==> src/design/sbsc_pkg.sv <==
// Package for the synchronous burst SRAM control front end.
// Assumes a single rising-edge clock; all users write sbsc_pkg::name.
package sbsc_pkg;

  localparam int ADDR_W      = 18;   // Word address width
  localparam int DATA_W      = 36;   // Data word width
  localparam int LANES       = 4;    // Byte lanes
  localparam int BURST_W     = 2;    // Burst counter width

  // Reset values of the front-end state
  localparam logic [ADDR_W-1:0]  ADDR_RST  = 18'h00000;
  localparam logic [BURST_W-1:0] BURST_RST = 2'h0;

  // Registered control strobes, all as sampled at the pins
  typedef struct packed {
    logic             proc_addr_strobe_n;
    logic             ctrl_addr_strobe_n;
    logic             burst_advance_n;
    logic             all_bytes_write_n;
    logic             byte_write_qualify_n;
    logic [LANES-1:0] byte_lane_select_n;
    logic             chip_sel_primary_n;
    logic             chip_sel_expand_hi;
    logic             chip_sel_expand_lo_n;
  } sbsc_ctl_s;

  // Access request towards the memory array
  typedef struct packed {
    logic              valid;
    logic              write;
    logic [LANES-1:0]  lane_we;
    logic [ADDR_W-1:0] addr;
  } sbsc_req_s;

  // Front-end states: Gray coded along idle -> load -> burst
  typedef enum logic [1:0] {
    SBSC_DESEL = 2'b00,
    SBSC_LOAD  = 2'b01,
    SBSC_BURST = 2'b11
  } sbsc_state_e;

endpackage

==> src/design/sbsc_front.sv <==
// Control front end of a flow-through burst SRAM.
// Assumes the host drives all synchronous pins relative to clk_sys and
// that the data pin wire is resolved outside from dq_out_en_n.
`timescale 1ns/10ps
`default_nettype none

// Contract
// - Register every synchronous input on rising edge
// - Advance low steps burst counter
// - Advance sampled synchronously, steps burst address
// - All-bytes write ignores lane selects
// - Three chip selects decide selection
// - Chip selects sampled only at address load
// - Output enable sets data direction asynchronously; code registers it on clk_sys, lagging up to one clock
// - Processor strobe loads address, seeds counter
// - Both strobes low: processor strobe wins
// - Processor strobe ignored when primary select high
// - Output enable high tristates; masked first read
// - Lane select needs byte-write qualify low
// - Controller strobe loads address, seeds counter
module sbsc_front #(
  parameter int ADDR_W = sbsc_pkg::ADDR_W,
  parameter int DATA_W = sbsc_pkg::DATA_W,
  parameter int LANES  = sbsc_pkg::LANES
) (
  input  wire logic                clk_sys,
  input  wire logic                resetn,
  input  wire logic [ADDR_W-1:0]   addr_in,
  input  wire logic [DATA_W-1:0]   dq_in,
  input  wire sbsc_pkg::sbsc_ctl_s ctl_in,
  input  wire logic                out_enable_n,
  input  wire logic [DATA_W-1:0]   rd_data,
  output logic      [DATA_W-1:0]   dq_out,
  output logic                     dq_out_en_n,
  output sbsc_pkg::sbsc_req_s      req,
  output logic      [DATA_W-1:0]   wr_data,
  output logic                     selected
);

  localparam int BW = sbsc_pkg::BURST_W;

  // Registered pin images
  sbsc_pkg::sbsc_ctl_s   ctl_reg;
  logic [ADDR_W-1:0]     addr_pin_reg;
  logic [DATA_W-1:0]     dq_reg;
  // Front-end state
  logic [ADDR_W-1:0]     base_reg;
  logic [ADDR_W-1:0]     base_next;
  logic                  sel_reg;
  logic                  sel_next;
  sbsc_pkg::sbsc_state_e state_reg;
  sbsc_pkg::sbsc_state_e state_next;
  sbsc_pkg::sbsc_req_s   req_reg;
  sbsc_pkg::sbsc_req_s   req_next;
  logic                  first_read_reg;
  logic                  first_read_next;
  logic [DATA_W-1:0]     dq_out_reg;
  logic                  oe_n_reg;
  logic [BW-1:0]         burst_cnt;

  // Combine the three chip selects into one term
  function automatic logic chip_on(input sbsc_pkg::sbsc_ctl_s c);
    chip_on = !c.chip_sel_primary_n && c.chip_sel_expand_hi &&
              !c.chip_sel_expand_lo_n;
  endfunction

  always_ff @(posedge clk_sys or negedge resetn) begin
    if (!resetn) begin
      ctl_reg      <= '{proc_addr_strobe_n: 1'b1, ctrl_addr_strobe_n: 1'b1,
                        burst_advance_n: 1'b1, all_bytes_write_n: 1'b1,
                        byte_write_qualify_n: 1'b1,
                        byte_lane_select_n: '1, chip_sel_primary_n: 1'b1,
                        chip_sel_expand_hi: 1'b0,
                        chip_sel_expand_lo_n: 1'b1};
      addr_pin_reg <= sbsc_pkg::ADDR_RST;
      dq_reg       <= '0;
    end else begin
      ctl_reg      <= ctl_in;
      addr_pin_reg <= addr_in;
      dq_reg       <= dq_in;
    end
  end

  // Strobe resolution on the registered pins
  wire proc_ld  = !ctl_reg.proc_addr_strobe_n;
  // Primary select high masks the processor strobe
  wire proc_ok  = proc_ld && !ctl_reg.chip_sel_primary_n;
  // Processor strobe takes priority over controller
  wire ctrl_ok  = !ctl_reg.ctrl_addr_strobe_n && !proc_ld;
  // Either honoured strobe loads a new address
  wire addr_ld  = proc_ok || ctrl_ok;
  // Chip selects only matter at a load
  wire sel_now  = addr_ld ? chip_on(ctl_reg) : sel_reg;
  // Advance low steps the burst when no load
  wire step     = !addr_ld && sel_reg && !ctl_reg.burst_advance_n;
  // Writes are never taken with an honoured processor strobe, whose cycle is a read
  wire wr_any   = !proc_ok &&
                  (!ctl_reg.all_bytes_write_n ||
                   !ctl_reg.byte_write_qualify_n);
  // Lane select qualified by byte-write enable
  wire [LANES-1:0] lane_we = !ctl_reg.all_bytes_write_n ? {LANES{1'b1}} :
                   (!ctl_reg.byte_write_qualify_n ?
                    ~ctl_reg.byte_lane_select_n : {LANES{1'b0}});

  // Seed the counter with the low address bits
  // Two-bit counter wraps inside the group
  sbsc_burst_cnt #(
    .W (BW)
  ) u_cnt (
    .clk_sys (clk_sys),
    .resetn  (resetn),
    .load    (addr_ld),
    .step    (step),
    .seed    (addr_pin_reg[BW-1:0]),
    .count   (burst_cnt)
  );

  // Next-state decode for selection, base address and request
  assign base_next = addr_ld ? addr_pin_reg : base_reg;
  assign sel_next  = sel_now;

  // Upper bits fixed; low bits follow the counter
  wire [ADDR_W-1:0] cur_addr = addr_ld ?
       addr_pin_reg :
       {base_reg[ADDR_W-1:BW], (step ? BW'(burst_cnt + 1'b1) : burst_cnt)};

  always_comb begin
    req_next         = '0;
    req_next.valid   = sel_now && (addr_ld || step || wr_any);
    req_next.write   = sel_now && wr_any && (|lane_we);
    req_next.lane_we = req_next.write ? lane_we : {LANES{1'b0}};
    req_next.addr    = cur_addr;
  end

  // Gray-coded front-end state
  always_comb begin
    case (state_reg)
      sbsc_pkg::SBSC_DESEL:
        state_next = (addr_ld && sel_now) ? sbsc_pkg::SBSC_LOAD
                                          : sbsc_pkg::SBSC_DESEL;
      sbsc_pkg::SBSC_LOAD,
      sbsc_pkg::SBSC_BURST:
        state_next = !sel_now ? sbsc_pkg::SBSC_DESEL
                   : (addr_ld ? sbsc_pkg::SBSC_LOAD
                              : sbsc_pkg::SBSC_BURST);
      default:
        state_next = sbsc_pkg::SBSC_DESEL;
    endcase
  end

  // Mask output enable on first read after deselect
  assign first_read_next = (state_reg == sbsc_pkg::SBSC_DESEL) &&
                           addr_ld && sel_now && !wr_any;

  // Front-end state registers
  always_ff @(posedge clk_sys or negedge resetn) begin
    if (!resetn) begin
      base_reg       <= sbsc_pkg::ADDR_RST;
      sel_reg        <= 1'b0;
      state_reg      <= sbsc_pkg::SBSC_DESEL;
      req_reg        <= '0;
      first_read_reg <= 1'b0;
    end else begin
      base_reg       <= base_next;
      sel_reg        <= sel_next;
      state_reg      <= state_next;
      req_reg        <= req_next;
      first_read_reg <= first_read_next;
    end
  end

  // Write data is registered in step with the request, landing in the same cycle
  always_ff @(posedge clk_sys or negedge resetn) begin
    if (!resetn) begin
      wr_data <= '0;
    end else begin
      wr_data <= dq_reg;
    end
  end

  // Direction from output enable, sampled on every rising edge.
  // Trade-off: outputs must come from flops, so the pin enable lags
  // the asynchronous input by at most one clock period.
  // High output enable, masked first read or a write request tristates
  always_ff @(posedge clk_sys or negedge resetn) begin
    if (!resetn) begin
      oe_n_reg   <= 1'b1;
      dq_out_reg <= '0;
    end else begin
      oe_n_reg   <= out_enable_n || first_read_next || req_next.write;
      dq_out_reg <= rd_data;
    end
  end

  assign dq_out      = dq_out_reg;
  assign dq_out_en_n = oe_n_reg;
  assign req         = req_reg;
  assign selected    = sel_reg;

  // Assertions
  // Masked strobe never loads
  proc_mask_a: assert property (@(posedge clk_sys) disable iff (!resetn)
    (proc_ld && ctl_reg.chip_sel_primary_n) |-> !proc_ok)
    else $error("processor strobe taken with primary select high");
  gw_lanes_a: assert property (@(posedge clk_sys) disable iff (!resetn)
    (sel_now && wr_any && !ctl_reg.all_bytes_write_n) |=>
      req_reg.lane_we == {LANES{1'b1}})
    else $error("global write did not enable all lanes");
  lane_qual_a: assert property (@(posedge clk_sys) disable iff (!resetn)
    (ctl_reg.all_bytes_write_n && ctl_reg.byte_write_qualify_n) |=>
      req_reg.lane_we == '0)
    else $error("lane written without qualify");
  prio_a: assert property (@(posedge clk_sys) disable iff (!resetn)
    (proc_ld && !ctl_reg.ctrl_addr_strobe_n) |-> !ctrl_ok)
    else $error("controller strobe honoured with processor strobe");
  load_addr_a: assert property (@(posedge clk_sys) disable iff (!resetn)
    addr_ld |=> (base_reg == $past(addr_pin_reg) &&
                 burst_cnt == $past(addr_pin_reg[BW-1:0])))
    else $error("address or counter not loaded");
  step_a: assert property (@(posedge clk_sys) disable iff (!resetn)
    step |=> burst_cnt == BW'($past(burst_cnt) + 1'b1))
    else $error("burst counter did not step");
  upper_a: assert property (@(posedge clk_sys) disable iff (!resetn)
    (!addr_ld && sel_now) |=>
      req_reg.addr[ADDR_W-1:BW] == base_reg[ADDR_W-1:BW])
    else $error("upper address bits moved in burst");
  sel_hold_a: assert property (@(posedge clk_sys) disable iff (!resetn)
    !addr_ld |=> sel_reg == $past(sel_reg))
    else $error("selection changed without a load");
  oe_dir_a: assert property (@(posedge clk_sys) disable iff (!resetn)
    out_enable_n |=> dq_out_en_n)
    else $error("data pins driven with output enable high");

endmodule
`default_nettype wire

==> src/design/sbsc_burst_cnt.sv <==
// Two-bit burst counter that wraps within the loaded four-word group.
// Assumes load and step come from registered strobes on the same clock.
`timescale 1ns/10ps
`default_nettype none
module sbsc_burst_cnt #(
  parameter int W = sbsc_pkg::BURST_W
) (
  input  wire logic         clk_sys,
  input  wire logic         resetn,
  input  wire logic         load,
  input  wire logic         step,
  input  wire logic [W-1:0] seed,
  output logic      [W-1:0] count
);

  logic [W-1:0] count_reg;
  logic [W-1:0] count_next;

  // Load wins over step; step wraps naturally in W bits
  assign count_next = load ? seed : (step ? W'(count_reg + 1'b1) : count_reg);
  assign count      = count_reg;

  // Counter register
  always_ff @(posedge clk_sys or negedge resetn) begin
    if (!resetn) begin
      count_reg <= '0;
    end else begin
      count_reg <= count_next;
    end
  end

endmodule
`default_nettype wire

==> config.mk <==
export PLATFORM = sky130hd
export DESIGN_NAME = sbsc_front
export DESIGN_NICKNAME = d
export VERILOG_FILES = /design/src/design/sbsc_pkg.sv /design/src/design/sbsc_front.sv /design/src/design/sbsc_burst_cnt.sv
export SDC_FILE = /design/constraint.sdc
export NUM_CORES = 1
export LEC_CHECK = 0
export BUFFER_PORTS_ARGS = -buffer_cell sky130_fd_sc_hd__buf_2
export CORE_UTILIZATION = 45
export DETAILED_ROUTE_END_ITERATION = 10
export PLACE_DENSITY = 0.75
export SYNTH_ARGS = -nofsm -noshare
export SYNTH_HDL_FRONTEND = slang
export SYNTH_SLANG_ARGS = --single-unit
==> constraint.sdc <==
create_clock -name clk_sys -period 4.9 [get_ports clk_sys]
set_clock_uncertainty 0.15 [all_clocks]
set_input_delay 0.245 -clock clk_sys [delete_from_list [all_inputs] [get_ports clk_sys]]
set_output_delay 0.245 -clock clk_sys [all_outputs]
set_load 0.005 [all_outputs]
# Yosys cells after proc, flatten, opt, wreduce, memory -nomap -nowiden
# Index checks and enable logic that the tools add are counted.
# totals
ff_bits,186
latchBits,0
mem_bits_rw,0
rom_bits,0
mem_count,0
# op_classes
n_addsub,1
n_mul,0
div,0
n_lt_le_gt_ge,0
eq_ne,2
shift,0
n_mux,11
bitwise_logic,1
n_reduce_logical,33
# op_table
op,n
$mux W18,1
$logic_and A1 B1 Y1,14
$mux W4,3
$logic_not A1 Y1,10
$mux W2,4
$logic_or A1 B1 Y1,6
$not A4 Y4,1
$pmux W2 S2,1
$reduce_or A4 Y1,1
$add A2 B1 Y2 const B,1
$eq A2 B1 Y1 const B,1
$eq A2 B2 Y1 const B,1
$logic_not A2 Y1,1
$mux W1,2
$reduce_or A2 Y1,1

# Logic depth before layout (Yosys ltp)
# Gate-level depths: netlist of the first run.
# logic_depth
depth_word,9
depth_mapped,4
depth_no_buf,4

# Hierarchy
# Synthesis of the first run repeated with hierarchy kept, for this count alone.
# unflattened
cells_unflattened,276
area_unflattened_um2,5129.9
# by_module_without_submodules
module,n_inst,cells_per_inst,area_per_inst_um2
sbsc_front,1,267,5028.6
sbsc_burst_cnt,1,9,101.3

# Least setup slack after synthesis of the first run
# No wires, ideal clock.
# synth_timing
path_kind,register to register
from,register ctl_reg[11] (netlist bit)
to,register base_reg[10]
arrival_time_ns,1.349
required_ns,4.622
path_slack_ns,3.273
path_stages_with_launch,4
n_path_buf,1
path_cell_list,dfstp_2 > mux2i_4 > buf_6 > mux2_2
# synth_via
elab_chain_cells,3
word_cells_on_any_way,4
cone_classes,reduce/logical: 4
# synth_rtl
item,line_no,rtl
start: declaration,sbsc_front.sv:43,sbsc_pkg::sbsc_ctl_s ctl_reg;
start signal: assignment,sbsc_front.sv:69,"ctl_reg <= '{proc_addr_strobe_n: 1'b1, ctrl_addr_strobe_n: 1'b1,"
start signal: assignment,sbsc_front.sv:78,ctl_reg <= ctl_in;
$logic_not A1 Y1,sbsc_front.sv:85,wire proc_ld = !ctl_reg.proc_addr_strobe_n;
$logic_and A1 B1 Y1,sbsc_front.sv:87,wire proc_ok = proc_ld && !ctl_reg.chip_sel_primary_n;
$logic_or A1 B1 Y1 *,sbsc_front.sv:91,wire addr_ld = proc_ok || ctrl_ok;
end signal: assignment,sbsc_front.sv:158,base_reg <= sbsc_pkg::ADDR_RST;
end signal: assignment,sbsc_front.sv:164,base_reg <= base_next;
end: declaration,sbsc_front.sv:47,logic [ADDR_W-1:0] base_reg;
# Every way passes the cells marked *; elsewhere a longest branch is shown, timed or not.
# A chain may end at the register's enable or synchronous reset.

# Final worst setup path of the first run
# layout_timing
from,register ctl_reg[11] (netlist bit)
to,register oe_n_reg (netlist: dq_out_en_n)
# layout_via
elab_chain_cells,8
word_cells_on_any_way,15
cone_classes,mux: 1; reduce/logical: 14
# layout_rtl
item,line_no,rtl
$logic_not A1 Y1,sbsc_front.sv:85,
$logic_and A1 B1 Y1,sbsc_front.sv:87,
$logic_or A1 B1 Y1 *,sbsc_front.sv:91,
$mux W1 *,sbsc_front.sv:93,wire sel_now = addr_ld ? chip_on(ctl_reg) : sel_reg;
via sel_next,sbsc_front.sv:50,logic sel_next;
$logic_and A1 B1 Y1 (2 in series),sbsc_front.sv:153,addr_ld && sel_now && !wr_any;
$logic_or A1 B1 Y1,sbsc_front.sv:190,oe_n_reg <= out_enable_n || first_read_next || req_next.write;
$logic_or A1 B1 Y1 *,sbsc_front.sv:190,
end signal: assignment,sbsc_front.sv:190,
end: declaration,sbsc_front.sv:58,logic oe_n_reg;
# Mark *: on every way through the listed nets, which the timed path passes. The rest lies on a longest branch.

==> results.sh, run 1 <==
export IMPL_track_usage=0.2168
export IMPL_power_mw=3.262
export IMPL_die_area_sq_mm=0.01156
export IMPL_placementRows=38
export IMPL_synth_top_area_share=0.8487
export IMPL_drv_cap=0
export IMPL_leakagePower_nw=3.815
export IMPL_synth_net_count=341
export IMPL_routed_wl_um=11450
export IMPL_cts_setup_buffers=0
export IMPL_clkLatencyLatePin_ns=0.53
export IMPL_start_util=0.4624
export IMPL_rr_worst_depth=4
export IMPL_fin_area_sq_mm=0.007850
export IMPL_vias=3152
export IMPL_port_buffers=202
export IMPL_synth_distinct_cells=25
export IMPL_max_freq_mhz=462.7
export IMPL_vias_per_cell=4.415
export IMPL_setup_viol=0
export IMPL_switching_power_uw=702.2
export IMPL_ys_ff_latch=182
export IMPL_required_ns=5.21
export IMPL_die_h_um=107.5
export IMPL_peakVddDrop_v=0.0003871
export IMPL_power_density_mw_per_mm2=415.5
export IMPL_cts_num_sinks=182
export IMPL_hp_class="in -> async"
export IMPL_drc=0
export IMPL_cp_start_kind="flop"
export IMPL_cts_buffer_depth=2
export IMPL_grt_pass1_vias=3590
export IMPL_synth_cells=236
export IMPL_cts_tree="done"
export IMPL_nNetsFinal=666
export IMPL_antenna_found_initial=0
export IMPL_hpwl_um=6629
export IMPL_area_growth_syn_to_layout_pct=56.62
export IMPL_pwr_share_seq=0.501
export IMPL_slew_headroom=0.4310
export IMPL_clkSlewWorstSetupHoldPaths_ns=0.07
export IMPL_grt_overflow=0
export IMPL_cts_made_buffers=17
export IMPL_crit_cells=4
export IMPL_drt_antenna_violating_nets=0
export IMPL_avgSynthCellArea_sq_um=21.24
export IMPL_fin_setup_tns_ns=0
export IMPL_crit_slowest_cell="mux2i_4"
export IMPL_drt_iter0_drc=104
export IMPL_timing_critical_path_cells="mux2i_4 > o32a_2 > inv_2 > a21bo_2"
export IMPL_p_int_mw=2.560
export IMPL_crit_family="multiplexers"
export IMPL_drt_pass1_iterations=4
export IMPL_rsz0062_at_grt="no"
export IMPL_swShare=0.2153
export IMPL_outcome="completed"
export IMPL_yosysSeqAreaShare=0.9116
export IMPL_syn_area_sq_mm=0.005012
export IMPL_dpl_cell_area_sq_mm=0.006197
export IMPL_gp_congestion=0.7432
export IMPL_crit_path_max_incr_delay_ns=0.73
export IMPL_ys_top_cells_by_area="dfrtp_1 85%, dfstp_2 6.3%, mux2_2 3.6%"
export IMPL_layout_drive_gt1_share=0.4669
export IMPL_p_comb_frac=0.076
export IMPL_grt_pass1_wl_um=17790
export IMPL_endpoint_kind="flop"
export IMPL_grt_max_degree=74
export IMPL_htree_levels=4
export IMPL_final_hold_violation_count=0
export IMPL_fillers=674
export IMPL_dieWidth_um=107.5
export IMPL_pin_count=203
export IMPL_path_class="reg -> reg"
export IMPL_synth_warnings=0
export IMPL_avgRoutedWirePerCell_um=16.03
export IMPL_maxSlewViolCount=0
export IMPL_critPathBufInv=1
export IMPL_coreArea_sq_mm=0.01084
export IMPL_critical_path_max_fanout=23
export IMPL_clock_root_buffer="clkbuf_8"
export IMPL_synth_top_area_cell="dfrtp_1"
export IMPL_worst_pin_slew_ns=0.8356
export IMPL_fin_crit_sh=0.4411
export IMPL_clkPwrFrac=0.422
export IMPL_min_period_ns=2.161
export IMPL_cp_arrival_ns=2.47
export IMPL_n_antenna_cell=0
-- cells in the mapped netlist --
cell	n
a21bo_2	1
a21oi_1	1
a31oi_1	2
a41oi_1	1
and2_1	1
and2_2	1
and3_1	1
buf_6	2
dfrtp_1	170
dfstp_2	12
inv_1	3
inv_2	1
mux2_2	16
mux2i_4	1
nand2_1	3
nand2b_1	2
nand3b_1	1
nor2_1	1
nor3_1	5
nor4b_1	1
o21a_1	4
o21ai_0	2
o2bb2ai_1	1
o32a_2	1
xor2_1	2
-- repair_timing --
| item | in CTS | in global routing |
|---|---|---|
| gates resized for setup | 0 | 0 |
| hold buffers | 104 | 0 |
| endpoints found under the hold margin | 174 | 0 |
-- cell families after synthesis --
logic type                Yosys count  share of synthesized area
AOI/OAI and AO/OA                  13                    0.01922
xor gates and xnor gates            2                   0.003495
muxes                              17                    0.04044
and+or+nand+nor                    16                    0.01772
buffers and inverters               6                   0.007488
DFF                               182                     0.9116
-- per-stage QoR --
stage	std cells	hold slack [ns]	setup WS (ns)	utilization
3_3_place_gp	578	0.1272	2.791	0.5717
6_report	714	0.1382	2.739	0.7241
2_1_floorplan	236	-0.2006	3.273	-
3_5_place_dp	578	0.1420	2.761	0.5717
5_1_grt	714	0.1900	2.642	0.7241
4_1_cts	714	0.1422	2.713	0.7241
-- per-layer routing --
metal	GRT usage	routed length, um	up-vias
li1	-	-	1419
met2	0.3709	6042	147
met1	0.2346	4185	1552
met4	0.1213	376	0
met5	0	0	-
met3	0.07446	841	34
-- layout make-up --
type / count / area (sq um) / area share
clock inverters: 12 / 166.4 / 0.02120
well taps: 140 / 175.2 / 0.02231
clock buffers: 20 / 445.4 / 0.05674
inverters: 4 / 15.01 / 0.001913
multi-input cells: 48 / 405.4 / 0.05164
repair buffers: 308 / 2073 / 0.2641
flip-flops and latches: 182 / 4569 / 0.5821
-- power by group through the flow --
| stage | Sequential, mW | Combinational [mW] | Clock, mW |
|---|---|---|---|
| after floorplan | 1.66 | 0.0418 | 0 |
| after global placement | 1.66 | 0.176 | 0 |
| after detailed placement | 1.66 | 0.184 | 0 |
| after CTS | 1.64 | 0.249 | 1.40 |
| after global routing | 1.64 | 0.275 | 1.47 |
| final | 1.64 | 0.249 | 1.38 |
-- cell usage in the layout (no fill, tap or decap), drive strengths merged --
cell type	n
xor2	2
nand2b	2
nor3	5
nand3b	1
dfstp	12
and3	1
o2bb2ai	1
a31oi	2
dlygate4sd3	104
clkbuf	20
mux2	16
a21bo	1
and2	2
a21oi	1
o32a	1
clkinv	4
o21ai	2
nand2	3
clkinvlp	2
mux2i	1
dfrtp	170
o21a	4
buf	204
a41oi	1
nor2	1
bufinv	3
nor4b	1
inv	7
-- worst paths after layout --
| check | startpoint | to | slack, ns |
|---|---|---|---|
| max in group asynchronous | resetn | dq_out[33] | 3.28 |
| setup / recovery | ctl_reg[11] | dq_out_en_n | 2.74 |
| setup reg to reg | ctl_reg[11] | dq_out_en_n | 2.74 |
| hold reg to reg | dq_reg[15] | wr_data[15] | 0.20 |
| hold / removal | resetn | addr_pin_reg[3] | 0.14 |
| min in group clk_sys | addr_in[15] | addr_pin_reg[15] | 0.20 |
No activity file was read; power rests on OpenSTA's default activity.
==> inputs of run 2 (changes only) <==
- clock period: 4.9 -> 2.1 ns (I/O delays scaled with it)
==> run 2 against run 1 <==
- sequential share of layout area down 0.23 points
- die area stayed put
- first-iteration DRC count decreased by 5.8%
- largest cell class unchanged
- final area is 0.40% higher
- largest power group unchanged
- total power is 130% higher
- highest routed layer unchanged
- via count decreased by 1.8%
==> results.sh, run 2 (synthesis results as in run 1) <==
export IMPL_outcome="completed"
export IMPL_fin_setup_tns_ns=0
export IMPL_cp_start_kind="flop"
export IMPL_drt_antenna_violating_nets=0
export IMPL_final_cell_mix="201 x buf_2, 170 x dfrtp_1, 105 x dlygate4sd3_1"
export IMPL_whs_endpoint="dq_reg[15]"
export IMPL_die_area_sq_mm=0.01156
export IMPL_r2r_slack_ns=0.28
export IMPL_rr_worst_depth=3
export IMPL_utilization=0.7270
export IMPL_min_delay_start="dq_in[15]"
export IMPL_n_antenna_cell=0
export IMPL_clock_root_buffer="clkbuf_8"
export IMPL_htree_levels=4
export IMPL_gp_congestion=0.8125
export IMPL_fin_area_sq_mm=0.007881
export IMPL_hp_class="in -> reg"
export IMPL_placementRows=38
export IMPL_drv_cap=0
export IMPL_vias_per_cell=4.311
export IMPL_antenna_found_initial=0
export IMPL_worst_pin_slew_ns=0.4959
export IMPL_grt_pass1_wl_um=17860
export IMPL_endpoint_kind="flop"
export IMPL_clkLatencyLatePin_ns=0.53
export IMPL_rsz0062_at_grt="no"
export IMPL_slew_headroom=0.6694
export IMPL_power_mw=7.392
export IMPL_worst_r2r_endpoint="base_reg[12]"
export IMPL_cts_num_sinks=182
export IMPL_mostFrequentLayoutCell="buf_2"
export IMPL_fin_crit_sh=0.8685
export IMPL_dpl_cell_area_sq_mm=0.006257
export IMPL_min_period_ns=1.824
export IMPL_cts_setup_buffers=0
export IMPL_fillers=665
export IMPL_hpwl_um=6747
export IMPL_critical_path_max_fanout=12
export IMPL_worstHoldPathCells=2
export IMPL_drc=0
export IMPL_path_class="reg -> reg"
export IMPL_routed_wl_um=11570
export IMPL_cp_arrival_ns=2.08
export IMPL_grt_pass1_vias=3477
export IMPL_area_growth_syn_to_layout_pct=57.24
export IMPL_final_hold_violation_count=0
export IMPL_maxSlewViolCount=0
export IMPL_vias=3095
export IMPL_leakagePower_nw=3.831
export IMPL_clkSlewWorstSetupHoldPaths_ns=0.07
export IMPL_peakVddDrop_v=0.0008708
export IMPL_track_usage=0.2187
export IMPL_coreArea_sq_mm=0.01084
export IMPL_cts_tree="done"
export IMPL_port_buffers=202
export IMPL_grt_max_degree=65
export IMPL_cts_buffer_depth=2
export IMPL_die_h_um=107.5
export IMPL_cts_made_buffers=17
export IMPL_avgRoutedWirePerCell_um=16.11
export IMPL_grt_overflow=0
export IMPL_start_util=0.4624
export IMPL_nNetsFinal=670
export IMPL_dieWidth_um=107.5
export IMPL_max_freq_mhz=548.3
export IMPL_worstReg2RegStart="ctl_reg[11]"
export IMPL_layout_drive_gt1_share=0.4706
export IMPL_drt_iter0_drc=98
export IMPL_pin_count=203
export IMPL_power_density_mw_per_mm2=938.0
export IMPL_setup_viol=0
export IMPL_required_ns=2.36
export IMPL_drt_pass1_iterations=4
## run 2: cell types whose count changed in the layout (fill, tap and decap cells not counted), sizes merged
cell and change:
bufinv -3, dlygate4sd3 +1, inv +5, clkbuf -3, clkinv +1, buf +3
## run 2: power breakdown
part / switching, mW / internal, mW
Combinational: 0.251 / 0.350
Clock: 1.44 / 1.53
Sequential: 0.0788 / 3.74
## run 2: routing by layer
metal / part of all wire / vias to the layer above / global-route usage / wire length [um]
met5: 0 / - / 0 / 0
met4: 0.016 / 0 / 0.08121 / 183
met3: 0.069 / 19 / 0.08535 / 801
met2: 0.52 / 137 / 0.3645 / 6062
met1: 0.39 / 1507 / 0.2563 / 4522
li1: - / 1432 / - / -
## run 2: layout make-up
type,instances,area (sq um),area share
clock buffer,17,414.1,0.05255
clock inverter,15,158.9,0.02016
inverter,4,15.01,0.001905
multi-input combinational,48,405.4,0.05144
sequential,182,4569,0.5798
tap,140,175.2,0.02223
timing repair buffer,312,2143,0.2719
## run 2: how the worst max path moves through the flow
stage	startpoint	to	slack [ns]
global placement	ctl_reg[11]	req[11]	0.32
finish	ctl_reg[11]	base_reg[12]	0.28
CTS	ctl_reg[11]	base_reg[12]	0.26
floorplan	ctl_reg[11]	base_reg[10]	0.47
global route	ctl_reg[11]	base_reg[12]	0.20
detailed placement	ctl_reg[11]	base_reg[12]	0.27
## run 2: what timing repair did
item / 4_1_cts / 5_1_grt
hold buffers: 105 / 0
hold endpoints to repair: 278 / 0
gates resized for setup: 0 / 0
## run 2: stage by stage
step / setup slack [ns] / instances / hold slack [ns]
after floorplan: 0.4734 / 236 / -0.3406
after global placement: 0.3231 / 581 / -0.06445
after detailed placement: 0.2741 / 581 / -0.06237
after CTS: 0.2596 / 718 / 0.01875
after global routing: 0.1980 / 718 / 0.03519
final: 0.2762 / 718 / 0.05718
## run 2: worst max-delay path, cell delays in order (launching register included)
cell	delay (ns)
dfstp_2	0.59
mux2i_4	0.41
buf_12	0.19
mux2_2	0.36
==> inputs of run 3 (changes only) <==
- CAP_MARGIN: unset -> 5
- PLACE_DENSITY: 0.75 -> 0.86
==> run 3 against run 2 <==
- non-clock buffer count increased by 1
- final area grew 0.56%
- total power increased by 2.8%
- global-route usage increased by 0.64 points
- combinational power rose by 2%
- clock power rose by 6.7%
- die area is the same
- hold slack lost 0.028 ns
- critical path depth did not move
- register-to-register slack hardly changed
- sequential share of layout area fell by 0.32 points
- sequential power barely moved
- critical path type unchanged
==> results.sh, run 3 (synthesis results as in run 1) <==
export IMPL_cts_made_buffers=17
export IMPL_avgRoutedWirePerCell_um=16.74
export IMPL_drt_iter0_drc=114
export IMPL_antenna_found_initial=0
export IMPL_drv_cap=0
export IMPL_grt_pass1_wl_um=18370
export IMPL_pre_cts_ws_ns=0.2784
export IMPL_final_cell_mix="201 x buf_2, 170 x dfrtp_1, 104 x dlygate4sd3_1"
export IMPL_fin_cells=719
export IMPL_p_comb_frac=0.081
export IMPL_coreArea_sq_mm=0.01084
export IMPL_setup_viol=0
export IMPL_drt_pass1_iterations=4
export IMPL_worst_pin_slew_ns=0.5324
export IMPL_cts_setup_buffers=0
export IMPL_layout_drive_gt1_share=0.4732
export IMPL_fillers=645
export IMPL_hpwl_um=6819
export IMPL_endpoint_kind="flop"
export IMPL_required_ns=2.36
export IMPL_fin_ws_ns=0.2676
export IMPL_regArea_sq_mm=0.004569
export IMPL_switching_power_mw=1.646
export IMPL_gp_congestion=0.8474
export IMPL_worstReg2RegStart="ctl_reg[11]"
export IMPL_path_class="reg -> reg"
export IMPL_outcome="completed"
export IMPL_die_h_um=107.5
export IMPL_clkLatencyLatePin_ns=0.53
export IMPL_slew_headroom=0.6451
export IMPL_placementRows=38
export IMPL_vias=3224
export IMPL_hp_class="in -> async"
export IMPL_cts_buffer_depth=2
export IMPL_die_area_sq_mm=0.01156
export IMPL_max_freq_mhz=545.7
export IMPL_nNetsFinal=671
export IMPL_clkSlewWorstSetupHoldPaths_ns=0.07
export IMPL_maxSlewViolCount=0
export IMPL_drt_antenna_violating_nets=0
export IMPL_grt_pass1_vias=3540
export IMPL_rsz0062_at_grt="no"
export IMPL_placed_cells=582
export IMPL_fin_crit_sh=0.8726
export IMPL_swShare=0.2167
export IMPL_dieWidth_um=107.5
export IMPL_pwr_share_seq=0.503
export IMPL_multiInputGateArea_sq_um=405.4
export IMPL_drc=0
export IMPL_critical_path_max_fanout=12
export IMPL_cp_arrival_ns=2.09
export IMPL_mostFrequentLayoutCell="buf_2"
export IMPL_track_usage=0.2251
export IMPL_cts_num_sinks=182
export IMPL_routed_wl_um=12030
export IMPL_p_int_mw=5.950
export IMPL_start_util=0.4624
export IMPL_final_hold_violation_count=0
export IMPL_power_mw=7.596
export IMPL_fin_setup_tns_ns=0
export IMPL_worst_r2r_endpoint="req[6]"
export IMPL_r2r_slack_ns=0.27
export IMPL_area_growth_syn_to_layout_pct=58.11
export IMPL_cts_tree="done"
export IMPL_pin_count=203
export IMPL_clock_root_buffer="clkbuf_8"
export IMPL_vias_per_cell=4.484
export IMPL_power_density_mw_per_mm2=958.5
export IMPL_hold_buffers=105
export IMPL_grt_max_degree=59
export IMPL_timing_hold_ws_ns=0.02878
export IMPL_peakVddDrop_v=0.0008533
export IMPL_cp_start_kind="flop"
export IMPL_post_cts_resized=0
export IMPL_htree_levels=4
export IMPL_grt_overflow=0
export IMPL_port_buffers=202
export IMPL_n_antenna_cell=0
export IMPL_rr_worst_depth=3
export IMPL_leakagePower_nw=3.853
export IMPL_min_period_ns=1.832
export IMPL_clkPwrFrac=0.417
run 3: metrics by stage:
step           cell area, sq um    util
2_1_floorplan              5012       -
3_3_place_gp               6265  0.5779
3_5_place_dp               6265  0.5779
4_1_cts                    7925  0.7311
5_1_grt                    7925  0.7311
6_report                   7925  0.7311
run 3: metal layers:
metal | GRT usage | part of all wire | up-vias
met2 | 0.3787 | 0.52 | 154
met3 | 0.09201 | 0.080 | 33
li1 | - | - | 1427
met5 | 0 | 0 | -
met4 | 0.1076 | 0.030 | 0
met1 | 0.2471 | 0.37 | 1610
run 3: worst max-delay path by stage:
stage | cells past startpoint | to | start | slack, ns
final | 3 | req[6] | ctl_reg[11] | 0.27
after global routing | 3 | base_reg[3] | ctl_reg[11] | 0.21
after CTS | 3 | base_reg[3] | ctl_reg[11] | 0.24
after detailed placement | 3 | req[3] | ctl_reg[11] | 0.28
after global placement | 3 | req[6] | ctl_reg[11] | 0.33
after floorplan | 3 | base_reg[10] | ctl_reg[11] | 0.47
run 3: power groups by stage:
stage / clock [mW] / combinational, mW / sequential, mW
finish: 3.17 / 0.613 / 3.82
global route: 3.36 / 0.669 / 3.84
CTS: 3.23 / 0.606 / 3.82
detailed placement: 0 / 0.448 / 3.88
global placement: 0 / 0.428 / 3.87
floorplan: 0 / 0.0976 / 3.88
run 3: cell type report:
class / instances / area share
flip-flops and latches: 182 / 0.5766
inverters: 4 / 0.001895
multi-input cells: 48 / 0.05115
clock buffers: 18 / 0.05399
clock inverters: 14 / 0.02163
well taps: 140 / 0.02210
repair buffers: 313 / 0.2727
run 3: worst max-delay path: stages, from the launching register on:
cell and delay, ns:
dfstp_2 0.60, mux2i_4 0.41, buf_12 0.19, mux2_2 0.35
